$ cat src/include/crf_pkg.sv
// holds constants and types for the core register file
// assumes a single 25 MHz clock domain and synchronous active-high reset
//
// Overview of operation
// - five core registers change only through instructions, not register space
// - program counter is 16 bits, covering all of the 8 KB program memory
// - high counter byte is its own register, counter bits 15..8, reset zero
// - accumulator takes source-mode logic or arithmetic results aimed at it, reset zero
// - index register gives the offset for indexed modes, reset zero
// - stack pointer holds stack top, moved by push, pop, calls and returns
// - swap and add instructions may also change the stack pointer
// - zero at bit 1, carry bit 2, supervisor bit 3, bits 7..5 read zero
// - flag bit 0 is global interrupt enable, read-write, reset zero
// - carry flag shows whether the last logic or arithmetic op carried
// - zero flag shows a zero last result, and resets to one
// - supervisor bit is one in supervisor code, read-only to user writes
// - flag bit 4 picks register bank, user writable, reset zero
// - flags readable at 0xF7; or-flags sets bits, and-flags clears them
// - arithmetic, logic and shift ops update flags as each op defines
// - low counter byte is its own register, counter bits 7..0, reset zero
// - indexed effective address is operand byte plus index register
package crf_pkg;

  // ----------------------------------------------------------------------
  // register space
  // ----------------------------------------------------------------------
  localparam logic [7:0] CRF_FLAGS_ADDR = 8'hF7;

  // ----------------------------------------------------------------------
  // flag field positions and reset values
  // ----------------------------------------------------------------------
  localparam int CRF_F_GIE   = 0;
  localparam int CRF_F_ZERO  = 1;
  localparam int CRF_F_CARRY = 2;
  localparam int CRF_F_SUPER = 3;
  localparam int CRF_F_BANK  = 4;
  localparam logic [7:0] CRF_FLAGS_RESET = 8'h02;
  localparam logic [7:0] CRF_FLAGS_WMASK = 8'h17;
  localparam logic [7:0] CRF_DATA_RESET  = 8'h00;
  localparam logic [15:0] CRF_PC_RESET   = 16'h0000;

  // ----------------------------------------------------------------------
  // operation codes seen by the register file
  // ----------------------------------------------------------------------
  typedef enum logic [3:0] {
    CRF_OP_NONE,
    CRF_OP_ALU,       // result and flags from alu
    CRF_OP_LOAD,      // plain move, no flag change
    CRF_OP_OR_F,      // or immediate into flags
    CRF_OP_AND_F,     // and immediate into flags
    CRF_OP_XOR_F,     // xor immediate into flags
    CRF_OP_PUSH,
    CRF_OP_POP,
    CRF_OP_CALL,      // push two return bytes
    CRF_OP_RET,       // pop two return bytes
    CRF_OP_RETURN_FROM_IRQ_OP,      // pop three bytes, flags restored
    CRF_OP_SWAP_SP,   // exchange accumulator and stack pointer
    CRF_OP_ADD_SP     // signed immediate added to stack pointer
  } crf_op_e;

  typedef enum logic [1:0] {
    CRF_DST_A,
    CRF_DST_X,
    CRF_DST_SP,
    CRF_DST_F
  } crf_dst_e;

endpackage : crf_pkg

$ cat src/include/crf_alu_if.sv
// carries operands and results between the register file and its alu
// assumes both ends sit on the same clock
`timescale 1ns/1ns
`default_nettype none
interface crf_alu_if;
  logic [7:0] opnd_a;
  logic [7:0] opnd_b;
  logic [2:0] func;
  logic       carry_in;
  logic [7:0] result;
  logic       carry_out;
  logic       zero_out;

  modport core (output opnd_a, opnd_b, func, carry_in,
                input  result, carry_out, zero_out);
  modport alu  (input  opnd_a, opnd_b, func, carry_in,
                output result, carry_out, zero_out);
endinterface : crf_alu_if
`default_nettype wire

$ cat src/hw/crf_core_regs.sv
// architectural register set of the 8-bit core
// assumes a decoder drives op_i and friends for one cycle per instruction
`timescale 1ns/1ns
`default_nettype none
module crf_core_regs
  import crf_pkg::*;
#(
  parameter int PC_WIDTH = 16,
  parameter int PROG_BYTES = 8192
) (
  input  wire logic        clk_i,         // core clock, 25 MHz
  input  wire logic        reset_i,       // synchronous, active high
  input  wire crf_op_e     op_i,          // operation this cycle
  input  wire crf_dst_e    dst_i,         // destination register
  input  wire logic [2:0]  alu_func_i,    // alu function select
  input  wire logic        src_is_imm_i,  // second operand is operand byte
  input  wire logic [7:0]  operand_i,     // instruction operand byte
  input  wire logic [7:0]  mem_data_i,    // data read from memory
  input  wire logic        pc_inc_i,      // advance program counter
  input  wire logic [1:0]  pc_step_i,     // bytes of current instruction
  input  wire logic        pc_load_i,     // jump or call target load
  input  wire logic [15:0] pc_target_i,   // jump target
  input  wire logic        super_i,       // supervisor code running
  input  wire logic [7:0]  reg_addr_i,    // register space read address
  output logic      [7:0]  reg_rdata_o,   // register space read data
  output logic             reg_hit_o,     // read address is the flags
  output logic      [7:0]  acc_o,         // accumulator
  output logic      [7:0]  index_o,       // index register
  output logic      [7:0]  sp_o,          // stack pointer
  output logic      [7:0]  pc_low_o,      // program counter bits 7..0
  output logic      [7:0]  pc_high_o,     // program counter bits 15..8
  output logic      [7:0]  flags_o,       // flags register
  output logic      [7:0]  eff_addr_o,    // indexed effective address
  output logic             irq_enable_o,  // global interrupt enable
  output logic             bank_sel_o     // register bank select
);

  // ----------------------------------------------------------------------
  // parameter checks
  // ----------------------------------------------------------------------
  if (PC_WIDTH != 16) begin : g_bad_pc_width
    $error("program counter must be 16 bits");
  end
  if (PROG_BYTES > (1 << PC_WIDTH)) begin : g_bad_prog_size
    $error("program memory exceeds counter reach");
  end

  // ----------------------------------------------------------------------
  // state
  // ----------------------------------------------------------------------
  logic [7:0] accumulator_reg;
  logic [7:0] index_reg;
  logic [7:0] stack_ptr_reg;
  logic [7:0] pc_low_byte_reg;
  logic [7:0] pc_high_byte_reg;
  logic       zero_reg;
  logic       carry_reg;
  logic       super_reg;
  logic       bank_select_reg;
  logic       global_irq_enable_reg;
  logic [7:0] eff_addr_reg;
  logic [7:0] rdata_reg;
  logic       hit_reg;

  logic [15:0] program_counter;
  logic [7:0]  flags_now;
  logic [7:0]  flags_next;
  logic [7:0]  src_b;
  logic        alu_write;

  crf_alu_if alu_bus ();

  crf_alu i_crf_alu (
    .bus (alu_bus)
  );

  assign program_counter = {pc_high_byte_reg, pc_low_byte_reg};

  // reserved bits 7..5 always read zero
  assign flags_now = {3'b000, bank_select_reg, super_reg, carry_reg,
                      zero_reg, global_irq_enable_reg};

  // ----------------------------------------------------------------------
  // alu operand selection
  // ----------------------------------------------------------------------
  always_comb begin
    src_b = src_is_imm_i ? operand_i : mem_data_i;
    case (dst_i)
      CRF_DST_A:  alu_bus.opnd_a = accumulator_reg;
      CRF_DST_X:  alu_bus.opnd_a = index_reg;
      CRF_DST_SP: alu_bus.opnd_a = stack_ptr_reg;
      CRF_DST_F:  alu_bus.opnd_a = flags_now;
      default:    alu_bus.opnd_a = accumulator_reg;
    endcase
  end

  assign alu_bus.opnd_b   = src_b;
  assign alu_bus.func     = alu_func_i;
  assign alu_bus.carry_in = carry_reg;
  assign alu_write        = (op_i == CRF_OP_ALU);

  // ----------------------------------------------------------------------
  // flag logic ops: or sets, and clears, supervisor bit protected
  // ----------------------------------------------------------------------
  always_comb begin
    case (op_i)
      CRF_OP_OR_F:  flags_next = flags_now | (operand_i & CRF_FLAGS_WMASK);
      CRF_OP_AND_F: flags_next = flags_now & (operand_i | ~CRF_FLAGS_WMASK);
      CRF_OP_XOR_F: flags_next = flags_now ^ (operand_i & CRF_FLAGS_WMASK);
      CRF_OP_RETURN_FROM_IRQ_OP:  flags_next = (mem_data_i & CRF_FLAGS_WMASK)
                                 | (flags_now & ~CRF_FLAGS_WMASK);
      default:      flags_next = flags_now;
    endcase
  end

  // ----------------------------------------------------------------------
  // accumulator
  // ----------------------------------------------------------------------
  always_ff @(posedge clk_i) begin
    if (reset_i) begin
      accumulator_reg <= CRF_DATA_RESET;
    end else if (dst_i == CRF_DST_A && alu_write) begin
      accumulator_reg <= alu_bus.result;
    end else if (dst_i == CRF_DST_A && op_i == CRF_OP_LOAD) begin
      accumulator_reg <= src_b;
    end else if (op_i == CRF_OP_SWAP_SP) begin
      accumulator_reg <= stack_ptr_reg;
    end else if (op_i == CRF_OP_POP && dst_i == CRF_DST_A) begin
      accumulator_reg <= mem_data_i;
    end
  end

  // ----------------------------------------------------------------------
  // index register
  // ----------------------------------------------------------------------
  always_ff @(posedge clk_i) begin
    if (reset_i) begin
      index_reg <= CRF_DATA_RESET;
    end else if (dst_i == CRF_DST_X && alu_write) begin
      index_reg <= alu_bus.result;
    end else if (dst_i == CRF_DST_X && op_i == CRF_OP_LOAD) begin
      index_reg <= src_b;
    end else if (op_i == CRF_OP_POP && dst_i == CRF_DST_X) begin
      index_reg <= mem_data_i;
    end
  end

  // operand byte plus index wraps inside the 256-byte data space
  always_ff @(posedge clk_i) begin
    if (reset_i) begin
      eff_addr_reg <= CRF_DATA_RESET;
    end else begin
      eff_addr_reg <= operand_i + index_reg;
    end
  end

  // ----------------------------------------------------------------------
  // stack pointer
  // ----------------------------------------------------------------------
  always_ff @(posedge clk_i) begin
    if (reset_i) begin
      stack_ptr_reg <= CRF_DATA_RESET;
    end else begin
      case (op_i)
        CRF_OP_PUSH:    stack_ptr_reg <= stack_ptr_reg + 8'h01;
        CRF_OP_POP:     stack_ptr_reg <= stack_ptr_reg - 8'h01;
        CRF_OP_CALL:    stack_ptr_reg <= stack_ptr_reg + 8'h02;
        CRF_OP_RET:     stack_ptr_reg <= stack_ptr_reg - 8'h02;
        CRF_OP_RETURN_FROM_IRQ_OP:    stack_ptr_reg <= stack_ptr_reg - 8'h03;
        CRF_OP_SWAP_SP: stack_ptr_reg <= accumulator_reg;
        CRF_OP_ADD_SP:  stack_ptr_reg <= stack_ptr_reg + operand_i;
        CRF_OP_ALU: begin
          if (dst_i == CRF_DST_SP)
            stack_ptr_reg <= alu_bus.result;
        end
        CRF_OP_LOAD: begin
          if (dst_i == CRF_DST_SP)
            stack_ptr_reg <= src_b;
        end
        default: stack_ptr_reg <= stack_ptr_reg;
      endcase
    end
  end

  // ----------------------------------------------------------------------
  // program counter, kept as two byte registers
  // ----------------------------------------------------------------------
  always_ff @(posedge clk_i) begin
    if (reset_i) begin
      {pc_high_byte_reg, pc_low_byte_reg} <= CRF_PC_RESET;
    end else if (pc_load_i) begin
      {pc_high_byte_reg, pc_low_byte_reg} <= pc_target_i;
    end else if (pc_inc_i) begin
      {pc_high_byte_reg, pc_low_byte_reg} <=
        program_counter + {14'h0000, pc_step_i};
    end
  end

  // ----------------------------------------------------------------------
  // arithmetic flags
  // ----------------------------------------------------------------------
  always_ff @(posedge clk_i) begin
    if (reset_i) begin
      zero_reg  <= CRF_FLAGS_RESET[CRF_F_ZERO];
      carry_reg <= CRF_FLAGS_RESET[CRF_F_CARRY];
    end else if (alu_write && dst_i != CRF_DST_F) begin
      carry_reg <= alu_bus.carry_out;
      zero_reg  <= alu_bus.zero_out;
    end else begin
      carry_reg <= flags_next[CRF_F_CARRY];
      zero_reg  <= flags_next[CRF_F_ZERO];
    end
  end

  // ----------------------------------------------------------------------
  // control flags
  // ----------------------------------------------------------------------
  always_ff @(posedge clk_i) begin
    if (reset_i) begin
      global_irq_enable_reg <= CRF_FLAGS_RESET[CRF_F_GIE];
      bank_select_reg       <= CRF_FLAGS_RESET[CRF_F_BANK];
    end else begin
      global_irq_enable_reg <= flags_next[CRF_F_GIE];
      bank_select_reg       <= flags_next[CRF_F_BANK];
    end
  end

  // user flag writes are masked, so only the mode input moves this bit
  always_ff @(posedge clk_i) begin
    if (reset_i) begin
      super_reg <= CRF_FLAGS_RESET[CRF_F_SUPER];
    end else begin
      super_reg <= super_i;
    end
  end

  // ----------------------------------------------------------------------
  // register space read: only the flags answer, others stay hidden
  // ----------------------------------------------------------------------
  always_ff @(posedge clk_i) begin
    if (reset_i) begin
      rdata_reg <= CRF_DATA_RESET;
      hit_reg   <= 1'b0;
    end else if (reg_addr_i == CRF_FLAGS_ADDR) begin
      rdata_reg <= flags_now;
      hit_reg   <= 1'b1;
    end else begin
      rdata_reg <= CRF_DATA_RESET;
      hit_reg   <= 1'b0;
    end
  end

  // ----------------------------------------------------------------------
  // outputs, all straight from flip-flops
  // ----------------------------------------------------------------------
  assign reg_rdata_o  = rdata_reg;
  assign reg_hit_o    = hit_reg;
  assign acc_o        = accumulator_reg;
  assign index_o      = index_reg;
  assign sp_o         = stack_ptr_reg;
  assign pc_low_o     = pc_low_byte_reg;
  assign pc_high_o    = pc_high_byte_reg;
  assign flags_o      = flags_now;
  assign eff_addr_o   = eff_addr_reg;
  assign irq_enable_o = global_irq_enable_reg;
  assign bank_sel_o   = bank_select_reg;

endmodule : crf_core_regs
`default_nettype wire

$ cat src/hw/crf_alu.sv
// combinational alu for arithmetic, logic and shift results
// assumes the register file captures its outputs on the next edge
`timescale 1ns/1ns
`default_nettype none
module crf_alu (
  crf_alu_if.alu bus   // operands in, result and flags out
);
  logic [8:0] sum;

  always_comb begin
    sum = 9'h000;
    case (bus.func)
      3'h0: sum = {1'b0, bus.opnd_a} + {1'b0, bus.opnd_b};
      3'h1: sum = {1'b0, bus.opnd_a} + {1'b0, bus.opnd_b}
                  + {8'h00, bus.carry_in};
      3'h2: sum = {1'b0, bus.opnd_a} - {1'b0, bus.opnd_b};
      3'h3: sum = {1'b0, bus.opnd_a & bus.opnd_b};
      3'h4: sum = {1'b0, bus.opnd_a | bus.opnd_b};
      3'h5: sum = {1'b0, bus.opnd_a ^ bus.opnd_b};
      3'h6: sum = {bus.opnd_a, 1'b0};                        // shift left
      3'h7: sum = {bus.opnd_a[0], bus.carry_in, bus.opnd_a[7:1]};
      default: sum = 9'h000;
    endcase
  end

  // carry is the ninth bit; logic ops never carry
  assign bus.result    = sum[7:0];
  assign bus.carry_out = sum[8];
  assign bus.zero_out  = (sum[7:0] == 8'h00);
endmodule : crf_alu
`default_nettype wire

$ cat config.mk
export PLATFORM = sky130hd
export DESIGN_NAME = crf_core_regs
export DESIGN_NICKNAME = d
export VERILOG_FILES = /design/src/include/crf_pkg.sv /design/src/include/crf_alu_if.sv /design/src/hw/crf_core_regs.sv /design/src/hw/crf_alu.sv
export SDC_FILE = /design/constraint.sdc
export NUM_CORES = 1
export LEC_CHECK = 0
export BUFFER_PORTS_ARGS = -buffer_cell sky130_fd_sc_hd__buf_2
export CORE_ASPECT_RATIO = 1.2
export CORE_UTILIZATION = 51
export DETAILED_ROUTE_END_ITERATION = 8
export PLACE_DENSITY = 0.8
export SLEW_MARGIN = 20
export SYNTH_ARGS = -nofsm -noshare
export SYNTH_HDL_FRONTEND = slang
export SYNTH_SLANG_ARGS = --single-unit
$ cat constraint.sdc
create_clock -name clk_i -period 5 [get_ports clk_i]
set_input_delay 0.5 -clock clk_i [delete_from_list [all_inputs] [get_ports clk_i]]
set_output_delay 0.5 -clock clk_i [all_outputs]
set_load 0.02 [all_outputs]
# After elaboration in Yosys (flattened, before gate mapping)

Index checks and enable logic that the tools add are counted.

Output and inout port bits: 67
Memories: 0
Bits in writable memories: 0
Bits in read-only memories: 0
Bits in latches: 0
Input bits: 57
Bits in registers: 62

$lt $le $gt $ge: 0
Bitwise operators: 8
Add/subtract/negate cells: 11
Shift operators: 0
Equal/unequal tests: 26
Mux-type cells: 21
Divide/modulo/power cells: 0
Reduce and logical (&&, ||, !) cells: 18
$mul: 0

Operator list:

| cell                                                | number |
|---|---|
| 2-to-1 mux 8 bit                                    | 14 |
| one-hot mux 8 bit (9 select lines)                  | 1 |
| one-hot mux 9 bit (8 select lines)                  | 1 |
| one-hot mux 8 bit (4 select lines)                  | 1 |
| equality test 4 bit, second input constant          | 5 |
| one-hot mux 5 bit (4 select lines)                  | 1 |
| adder 16 x 2 -> 16 bit                              | 1 |
| adder 8 bit                                         | 2 |
| equality test 4 x 3 -> 1 bit, second input constant | 4 |
| subtractor 8 x 2 -> 8 bit, second input constant    | 2 |
| equality test 3 bit, second input constant          | 4 |
| adder 8 x 8 -> 9 bit                                | 1 |
| adder 9 x 1 -> 9 bit                                | 1 |
| nonzero test 9 bit                                  | 1 |
| subtractor 8 x 8 -> 9 bit                           | 1 |
| adder 8 x 1 -> 8 bit, second input constant         | 1 |
| adder 8 x 2 -> 8 bit, second input constant         | 1 |
| bitwise AND 8 bit                                   | 1 |
| equality test 4 x 2 -> 1 bit, second input constant | 2 |
| equality test 8 bit, second input constant          | 1 |
| logical NOT 8 bit                                   | 1 |
| bitwise OR 8 bit                                    | 1 |
| nonzero test 4 bit                                  | 2 |
| subtractor 8 x 1 -> 8 bit, second input constant    | 1 |
| other kinds (22)                                    | 33 |

# Depth between registers and ports, before layout

Gate-level depths: netlist of the first run.

Depth in word-level cells: 7
Gate-level depth with buffers: 16

# By module

A second synthesis of the first run with hierarchy kept.

Cell total of the unflattened synthesis: 809
Area, all modules: 6362.4 um^2

By module, submodules not included:

| module        | area an instance (um^2) | seq. area each (um^2) | instances | cells each |
|---|---|---|---|---|
| crf_core_regs | 4615.7                  | 1181.1                | 1         | 559 |
| crf_alu       | 1746.7                  | 0.0                   | 1         | 250 |

# Least setup slack after synthesis of the first run

Ideal clock, no wire load.

Kind: in2reg
From: input src_is_imm_i
To: register stack_ptr_reg[4] (netlist: sp_o[4])
Data required time: 4.908 ns
Buffers on the path: 1
Library setup time: 0.092 ns
Cell stages on the path: 13
Path slack: 1.297 ns
Arrival: 3.611 ns
Cells stage by stage: clkbuf_1 -> mux2i_1 -> inv_1 -> ha_1 -> fa_1 -> a211oi_4 -> nor2_1 -> xor2_1 -> o31ai_1 -> o21a_1 -> a21oi_1 -> a221oi_1 -> nor4_1

Longest elaborated chain between the ends: 6
Elaborated cells between the ends (all ways): 11
Those cells by class: 3 x add/sub; 5 x mux; 3 x bitwise

RTL lines:

| item                                 | line                         | RTL |
|---|---|---|
| start, declared                      | crf_core_regs.sv:16          | `input wire logic src_is_imm_i,` |
| 2-to-1 mux 8 bit *                   | crf_core_regs.sv:87          | `src_b = src_is_imm_i ? operand_i : mem_data_i;` |
| adder 8 x 8 -> 9 bit                 | crf_alu.sv:13, crf_alu.sv:14 |  |
| adder 9 x 1 -> 9 bit                 | crf_alu.sv:15                | `+ {8'h00, bus.carry_in};` |
| one-hot mux 9 bit (8 select lines)   | crf_alu.sv:12                | `case (bus.func)` |
| 2-to-1 mux 8 bit                     | crf_core_regs.sv:173         | `if (dst_i == CRF_DST_SP)` |
| one-hot mux 8 bit (9 select lines) * | crf_core_regs.sv:164         | `case (op_i)` |
| end signal, assigned                 | crf_core_regs.sv:165         | `CRF_OP_PUSH: stack_ptr_reg <= stack_ptr_reg + 8'h01;` |
| end signal, assigned                 | crf_core_regs.sv:166         | `CRF_OP_POP: stack_ptr_reg <= stack_ptr_reg - 8'h01;` |
| end signal, assigned                 | crf_core_regs.sv:174         | `stack_ptr_reg <= alu_bus.result;` |
| end, declared                        | crf_core_regs.sv:53          | `logic [7:0] stack_ptr_reg;` |

Mark *: on every way between the ends. The rest lies on a longest branch, timed or not. The select of a mux whose other input is x is not followed.
A chain may end at the register's enable or synchronous reset.

# Worst setup path after layout of the first run

From: input dst_i[0]
To: register stack_ptr_reg[4] (netlist: sp_o[4])

Longest elaborated chain between the ends: 7
Elaborated cells between the ends (all ways): 17
Those cells by class: 3 x add/sub; 5 x eq/ne; 4 x mux; 3 x bitwise; 2 x reduce/logical

RTL lines:

| item                                              | line                         | RTL |
|---|---|---|
| start, declared                                   | crf_core_regs.sv:14          | `input wire crf_dst_e dst_i,` |
| equality test 2 bit, or another cell as far along | crf_core_regs.sv:88          | `case (dst_i)` |
| one-hot mux 8 bit (4 select lines)                | crf_core_regs.sv:88          |  |
| adder 8 x 8 -> 9 bit                              | crf_alu.sv:13, crf_alu.sv:14 |  |
| adder 9 x 1 -> 9 bit                              | crf_alu.sv:15                |  |
| one-hot mux 9 bit (8 select lines)                | crf_alu.sv:12                |  |
| 2-to-1 mux 8 bit                                  | crf_core_regs.sv:173         |  |
| one-hot mux 8 bit (9 select lines)                | crf_core_regs.sv:164         |  |

Several ways; a longest one is shown, not always the timed one. The select of a mux whose other input is x is not followed.

==> summary.json, run 1 <==
{
  "timing": {
    "hold-worst-slack_ns": 0.388,
    "timing_hold_violations_final": 0,
    "tightestPinTransition_ns": 1.11,
    "worst_clock_skew_ns": 0.0125,
    "final.setup.tns_ns": 0,
    "slew_viol_final": 0,
    "worst_slew_margin_rel_pct": 25.8,
    "fmaxAchievable_ghz": 0.255,
    "final.setup.worst_slack_ns": 1.08,
    "grt_setup_unrepaired": "false",
    "timing.final.crit_period_ns": 3.92,
    "report.final.setup_viol": 0,
    "post-route-period-util_pct": 78.4
  },
  "placed_design": {
    "post_place_setup_slack_ns": 0.828,
    "buffer_ports.inserted": 117,
    "detailed_place_hpwl_um": 14800,
    "gp_congestion": 1.01
  },
  "floorplan": {
    "fp.dieW_um": 103,
    "boundaryPins": 124,
    "fp-row-count": 43,
    "die-area_mm2": 0.0126,
    "vert_die_dim_um": 123,
    "core-area_mm2": 0.0117,
    "start_util_pct": 52.9
  },
  "worst_hold_path": {
    "worst_hold_path_type": "in2reg"
  },
  "yosys": {
    "syn_area_mm2": 0.00621,
    "post_synth_inst_count": 804,
    "yosys-top-cells-area": "sky130_fd_sc_hd__dfxtp_1, sky130_fd_sc_hd__ha_1, sky130_fd_sc_hd__nor2_1",
    "synth-warning-count": 0,
    "syn_area_per_cell_um2": 7.72,
    "ys_types": 76,
    "yosysTopAreaCell": "sky130_fd_sc_hd__dfxtp_1",
    "synth_enable_flop_cells": 0,
    "ys_seq_area_share_pct": 19.0,
    "dominantRegCellSynth": "sky130_fd_sc_hd__dfxtp_1",
    "synth.ff_latch_count": 59,
    "synth.top_cell.area_share_pct": 19.0,
    "async_reset_ff_share_pct": 0
  },
  "worst_setup_path": {
    "critical_path.n_buffers_inverters": 1,
    "worstSetupPathType": "in2reg",
    "cp_data_arrival_time_ns": 4.15,
    "cp.required_ns": 5.23,
    "critical_path.max_stage_delay_ns": 0.60,
    "worstPathMaxFanout": 14,
    "critical_path.cell_chain": "buf_2, mux4_2, ha_1, fa_1, a211oi_4, nor2_1, xor2_1, o31ai_1, o21a_1, a21oi_1, a221oi_1, nor4_1",
    "timing.critical_path.slowest_stage_cell": "sky130_fd_sc_hd__mux4_2",
    "top_family_by_delay_on_critical_path": "compound AO/OA/AOI/OAI gates",
    "startpoint_type": "input pin",
    "timing.critical_path.to_type": "register"
  },
  "clocking": {
    "ctsHtreeMaxLevel": 3,
    "post_cts.repair.setup_buffers": 0,
    "clock_sink_count": 59,
    "cts_hold_repair_buffers": 0,
    "ctsRootBufferMaster": "sky130_fd_sc_hd__clkbuf_16",
    "clk-insertion-delay-late_ns": 0.33,
    "cts_tree": "built",
    "cts_repair_resize_count": 0,
    "clkSlewWorstSetupHoldPaths_ns": 0.06,
    "cts.path.max_buffers": 2,
    "numCtsBuffers": 9
  },
  "global_route": {
    "antenna_found_initial": 0,
    "grt_pass1_vias": 5885,
    "wire_length_of_the_first_global_routing_pass_um": 30400,
    "globalRouteOverflowTotal": 0,
    "global_route_total_usage_across_every_layer_pct": 31.2,
    "grt_start_max_net_pins": 56
  },
  "pwr": {
    "switching_power_uw": 671,
    "seq_power_share_pct": 30.1,
    "total_leakage_power_uw": 0.00321,
    "internal-power_uw": 1130,
    "swShare_pct": 37.2,
    "max-vdd-ir-drop_uv": 160,
    "power.density_cell_area_mw_per_mm2": 254,
    "power.share.clock_pct": 34.4,
    "power.total_uw": 1800,
    "comb_power_share_pct": 35.5
  },
  "route": {
    "drcViolationCount": 0,
    "initialDrtViolationCount": 736,
    "drt-total-wl_um": 19500,
    "dr_total_vias": 6487,
    "post_drt_via_cell_ratio": 6.17,
    "drt-pass1-iter-count": 5,
    "final_antenna_net_count": 0,
    "wl_per_cell_um": 18.5
  },
  "cells_and_area": {
    "final_layout_size_suffix_gt1_share_pct": 18.8,
    "antennaDiodeCount": 0,
    "fillers": 1087,
    "net_count_of_the_finished_layout": 1008,
    "post_synthesis_to_final_layout_area_growth_pct": 14.0
  },
  "run_status": {
    "status": "finished, final reports clean"
  },
  "job": {
    "cap_viol_max_count": 0
  }
}
layout by cell type, fill, tap and decap left out, types with 18 or more instances in the layout:
| cell type | n |
|---|---|
| sky130_fd_sc_hd__dfxtp_1 | 59 |
| sky130_fd_sc_hd__xnor2_1 | 18 |
| sky130_fd_sc_hd__mux2i_1 | 28 |
| sky130_fd_sc_hd__inv_1 | 45 |
| sky130_fd_sc_hd__buf_2 | 117 |
| sky130_fd_sc_hd__o21ai_0 | 32 |
| sky130_fd_sc_hd__nor3_1 | 20 |
| sky130_fd_sc_hd__nor2b_1 | 18 |
| sky130_fd_sc_hd__nand2_1 | 53 |
| sky130_fd_sc_hd__a21oi_1 | 65 |
| sky130_fd_sc_hd__ha_1 | 55 |
| sky130_fd_sc_hd__nor2_1 | 103 |
| sky130_fd_sc_hd__a211oi_1 | 27 |
| sky130_fd_sc_hd__xor2_1 | 20 |
cell usage after synthesis, types with 7 or more instances:
master and instances:
sky130_fd_sc_hd__a211oi_1 27, sky130_fd_sc_hd__a21o_1 10, sky130_fd_sc_hd__a21oi_1 65, sky130_fd_sc_hd__a221oi_1 7
sky130_fd_sc_hd__and2_1 10, sky130_fd_sc_hd__and3_1 10, sky130_fd_sc_hd__buf_2 17, sky130_fd_sc_hd__buf_4 15
sky130_fd_sc_hd__clkbuf_1 18, sky130_fd_sc_hd__dfxtp_1 59, sky130_fd_sc_hd__ha_1 55, sky130_fd_sc_hd__inv_1 45
sky130_fd_sc_hd__mux2i_1 28, sky130_fd_sc_hd__nand2_1 53, sky130_fd_sc_hd__nand2b_1 14, sky130_fd_sc_hd__nand3_1 14
sky130_fd_sc_hd__nor2_1 103, sky130_fd_sc_hd__nor2b_1 18, sky130_fd_sc_hd__nor3_1 20, sky130_fd_sc_hd__o21a_1 8
sky130_fd_sc_hd__o21ai_0 32, sky130_fd_sc_hd__o21bai_1 11, sky130_fd_sc_hd__or3_1 7, sky130_fd_sc_hd__xnor2_1 18
sky130_fd_sc_hd__xor2_1 20
final timing paths:
check,startpoint,end,slack (ns),cells after the start
min reg2reg,acc_o[6],acc_o[6],0.53,2
max,dst_i[0],sp_o[4],1.08,12
min,super_i,super_reg,0.39,2
max reg2reg,irq_enable_o,sp_o[4],1.19,11
layout make-up:
cell class	count	area, µm²	area share, %
multi-input combinational	650	4590	64.8
sequential	59	1180	16.7
timing repair buffer	125	646	9.12
clock buffer	9	225	3.18
tap	157	196	2.77
inverter	45	169	2.39
clock inverter	7	76.3	1.08
power groups by stage:
| stage | logic, µW | clock network [µW] | registers (µW) |
|---|---|---|---|
| floorplan | 435 | 0 | 570 |
| global placement | 616 | 0 | 551 |
| detailed placement | 624 | 0 | 551 |
| CTS | 629 | 625 | 541 |
| global route | 703 | 649 | 546 |
| finish | 640 | 619 | 543 |
metrics by stage:
stage	cell area, µm²	cells	util, %
floorplan	6230	809	-
global route	7080	1052	60.4
CTS	7080	1052	60.4
finish	7080	1052	60.4
global placement	6780	1036	57.8
detailed placement	6780	1036	57.8
metal layers:
| metal | global-route usage [%] | vias to the layer above | wire (µm) |
|---|---|---|---|
| met5 | 0 | - | 0 |
| met4 | 18.4 | 0 | 1070 |
| met3 | 7.06 | 77 | 2060 |
| met2 | 48.1 | 412 | 8650 |
| met1 | 39.5 | 2941 | 7690 |
| li1 | - | 3057 | - |
kinds of logic after synthesis:
| kind of cell | share of synthesized area (%) |
|---|---|
| other cells | 0.0604 |
| flops | 19.0 |
| simple gates | 21.7 |
| xor+xnor | 5.36 |
| fa+ha+maj | 13.0 |
| buf+inv | 7.41 |
| compound gates | 25.3 |
| mux | 8.08 |
Power figures use the tool's default switching activity.
==> run 2: changes to the inputs <==
clock period = 3.8 ns   (was 5 ns; I/O delays follow)
==> run 2 against run 1 <==
Sequential power grew 29%. Critical path depth decreased by 1. Worst setup slack worse by 0.83 ns. Sequential share of layout area decreased by 0.81 points. Register-to-register slack worse by 0.94 ns. Clock power grew 45%. Sequential cell count did not move. Wire length is 5.2% higher. Power up 40%. Largest power group unchanged.
==> summary.json, run 2 (synthesized netlist as in run 1, its figures left out) <==
{
  "run_status": {
    "status": {"value": "finished, final reports clean", "change": "unchanged"}
  },
  "clocking": {
    "numCtsBuffers": {"value": 9, "change": "unchanged"},
    "clock_sink_count": {"value": 59, "change": "unchanged"},
    "ctsRootBufferMaster": {"value": "sky130_fd_sc_hd__clkbuf_16", "change": "unchanged"},
    "cts_tree": {"value": "built", "change": "unchanged"},
    "cts.path.max_buffers": {"value": 2, "change": "unchanged"},
    "clkSlewWorstSetupHoldPaths": {"value": 0.06, "unit": "ns", "change": "about the same"},
    "clk-insertion-delay-late": {"value": 0.33, "unit": "ns", "change": "about the same"},
    "cts_hold_repair_buffers": {"value": 0, "change": "unchanged"},
    "ctsHtreeMaxLevel": {"value": 3, "change": "unchanged"}
  },
  "timing": {
    "worst_clock_skew": {"value": 0.0104, "unit": "ns", "change": "was 0.0125 ns"},
    "grt_setup_unrepaired": {"value": "false", "change": "unchanged"},
    "timing_hold_violations_final": {"value": 0, "change": "unchanged"},
    "fmaxAchievable_ghz": 0.282,
    "tightestPinTransition": {"value": 0.826, "unit": "ns", "change": "was 1.11 ns"},
    "timing.final.crit_period_ns": 3.55,
    "report.final.setup_viol": {"value": 0, "change": "unchanged"},
    "worst_slew_margin_rel": {"value": 44.9, "unit": "%", "change": "was 25.8%"},
    "slew_viol_final": {"value": 0, "change": "unchanged"},
    "post-route-period-util_pct": 93.4,
    "hold-worst-slack": {"value": 0.255, "unit": "ns", "change": "was 0.388 ns"}
  },
  "worst_setup_path": {
    "worstSetupPathType": {"value": "reg2reg", "change": "was in2reg"},
    "r2r.worst_path.cells": {"value": 11, "change": "unchanged"},
    "startpoint_type": {"value": "register", "change": "was input pin"},
    "cp_data_arrival_time": {"value": 3.80, "unit": "ns", "change": "was 4.15 ns"},
    "cp.required": {"value": 4.05, "unit": "ns", "change": "was 5.23 ns"},
    "worst-r2r-setup-slack": {"value": 0.25, "unit": "ns", "change": "was 1.19 ns"},
    "regToRegStartpoint": {"value": "irq_enable_o", "change": "unchanged"},
    "timing.critical_path.to_type": {"value": "register", "change": "unchanged"},
    "r2r_end": {"value": "sp_o[4]", "change": "unchanged"},
    "worstPathMaxFanout": {"value": 7, "change": "was 14"}
  },
  "route": {
    "wl_per_cell": {"value": 18.7, "unit": "µm", "change": "was 18.5 µm"},
    "drt-pass1-iter-count": {"value": 7, "change": "was 5"},
    "drt-total-wl": {"value": 20500, "unit": "µm", "change": "was 19500 µm"},
    "initialDrtViolationCount": {"value": 660, "change": "was 736"},
    "dr_total_vias": {"value": 6771, "change": "was 6487"},
    "final_antenna_net_count": {"value": 0, "change": "unchanged"},
    "post_drt_via_cell_ratio": {"value": 6.18, "change": "was 6.17"},
    "drcViolationCount": {"value": 0, "change": "unchanged"}
  },
  "floorplan": {
    "core-area": {"value": 0.0117, "unit": "mm²", "change": "unchanged"},
    "boundaryPins": {"value": 124, "change": "unchanged"},
    "start_util": {"value": 52.9, "unit": "%", "change": "unchanged"},
    "fp-row-count": {"value": 43, "change": "unchanged"},
    "fp.dieW": {"value": 103, "unit": "µm", "change": "unchanged"},
    "die-area": {"value": 0.0126, "unit": "mm²", "change": "unchanged"},
    "vert_die_dim": {"value": 123, "unit": "µm", "change": "unchanged"}
  },
  "global_route": {
    "grt_start_max_net_pins": {"value": 33, "change": "was 56"},
    "global_route_total_usage_across_every_layer": {"value": 32.5, "unit": "%", "change": "was 31.2%"},
    "antenna_found_initial": {"value": 0, "change": "unchanged"},
    "wire_length_of_the_first_global_routing_pass": {"value": 31200, "unit": "µm", "change": "was 30400 µm"},
    "grt_pass1_vias": {"value": 6089, "change": "was 5885"},
    "globalRouteOverflowTotal": {"value": 0, "change": "unchanged"}
  },
  "pwr": {
    "power.density_cell_area": {"value": 338, "unit": "mW/mm²", "change": "was 254 mW/mm²"},
    "total_leakage_power": {"value": 0.00345, "unit": "µW", "change": "was 0.00321 µW"},
    "max-vdd-ir-drop": {"value": 209, "unit": "µV", "change": "was 160 µV"}
  },
  "cells_and_area": {
    "post_synthesis_to_final_layout_area_growth": {"value": 19.8, "unit": "%", "change": "was 14.0%"},
    "mostFrequentLayoutCell": {"value": "sky130_fd_sc_hd__buf_2", "change": "unchanged"},
    "antennaDiodeCount": {"value": 0, "change": "unchanged"},
    "net_count_of_the_finished_layout": {"value": 1052, "change": "was 1008"},
    "design_area": {"value": 0.00744, "unit": "mm²", "change": "was 0.00708 mm²"},
    "layout_common_cells": {"value": "sky130_fd_sc_hd__buf_2, sky130_fd_sc_hd__nor2_1, sky130_fd_sc_hd__a21oi_1, sky130_fd_sc_hd__dfxtp_1, sky130_fd_sc_hd__ha_1", "change": "unchanged"},
    "final_layout_size_suffix_gt1_share": {"value": 22.7, "unit": "%", "change": "was 18.8%"}
  },
  "job": {
    "cap_viol_max_count": {"value": 0, "change": "unchanged"}
  },
  "placed_design": {
    "placedInstanceArea": {"value": 0.00711, "unit": "mm²", "change": "was 0.00678 mm²"},
    "detailed_place_hpwl": {"value": 15800, "unit": "µm", "change": "was 14800 µm"},
    "buffer_ports.inserted": {"value": 117, "change": "unchanged"},
    "gp_congestion": {"value": 0.994, "change": "was 1.01"}
  },
  "worst_hold_path": {
    "worst_hold_path_type": {"value": "in2reg", "change": "unchanged"},
    "min_to": {"value": "super_reg", "change": "unchanged"},
    "min-delay-start": {"value": "super_i", "change": "unchanged"},
    "instance_count_along_the_most_critical_hold_path": {"value": 2, "change": "unchanged"}
  }
}
==> run 2: how the worst max path moves through the flow <==
| stage | from | end | depth (start not counted) |
|---|---|---|---|
| floorplan | src_is_imm_i | sp_o[4] | 13 |
| global placement | dst_i[0] | sp_o[4] | 12 |
| detailed placement | dst_i[0] | sp_o[4] | 12 |
| CTS | irq_enable_o | sp_o[4] | 11 |
| global route | irq_enable_o | sp_o[4] | 11 |
| finish | irq_enable_o | sp_o[4] | 11 |
==> run 2: worst max-delay path, stage by stage, from the launching register on <==
cell	delay, ns
sky130_fd_sc_hd__dfxtp_1	0.33
sky130_fd_sc_hd__mux4_2	0.50
sky130_fd_sc_hd__ha_1	0.27
sky130_fd_sc_hd__fa_1	0.51
sky130_fd_sc_hd__a211oi_4	0.33
sky130_fd_sc_hd__nor2_1	0.12
sky130_fd_sc_hd__xor2_2	0.31
sky130_fd_sc_hd__o31ai_1	0.14
sky130_fd_sc_hd__o21a_1	0.19
sky130_fd_sc_hd__a21oi_1	0.35
sky130_fd_sc_hd__a221oi_1	0.16
sky130_fd_sc_hd__nor4_1	0.25
==> run 2: final cells by class <==
type,count,area (µm²)
fill,1071,4290
timing repair buffer,169,976
tap,157,196
multi-input combinational,650,4590
clock buffer,9,225
sequential,59,1180
inverter,45,169
clock inverter,7,100
==> run 2: metal layers <==
| metal | GRT usage (%) | vias up | part of all wire, % | wire length (µm) |
|---|---|---|---|---|
| li1 | - | 3152 | - | - |
| met1 | 40.8 | 3143 | 39 | 8030 |
| met2 | 52.2 | 410 | 46 | 9490 |
| met3 | 6.61 | 66 | 9.9 | 2030 |
| met4 | 16.3 | 0 | 4.6 | 934 |
| met5 | 0 | - | 0 | 0 |
==> run 2: what timing repair did <==
item	in CTS	in global routing
endpoints found under the setup margin	0	5
buffers inserted	0	0
resized for setup	0	1
==> run 2: power breakdown <==
group	internal, µW	switching (µW)	leakage (µW)
Combinational	366	554	0.00280
Clock	579	317	0.000160
Sequential	658	40.0	0.000485
==> run 2: stage by stage <==
stage | TNS (ns) | std cells | util (%) | total power [µW] | setup slack (ns)
after CTS | 0 | 1096 | 63.4 | 2500 | 0.158
after global placement | 0 | 1080 | 60.6 | 1590 | 0.00699
after floorplan | 0 | 809 | - | 1320 | 0.217
final | 0 | 1096 | 63.5 | 2510 | 0.250
after detailed placement | -0.0533 | 1080 | 60.6 | 1600 | -0.0499
after global routing | 0 | 1096 | 63.5 | 2640 | 0.0284
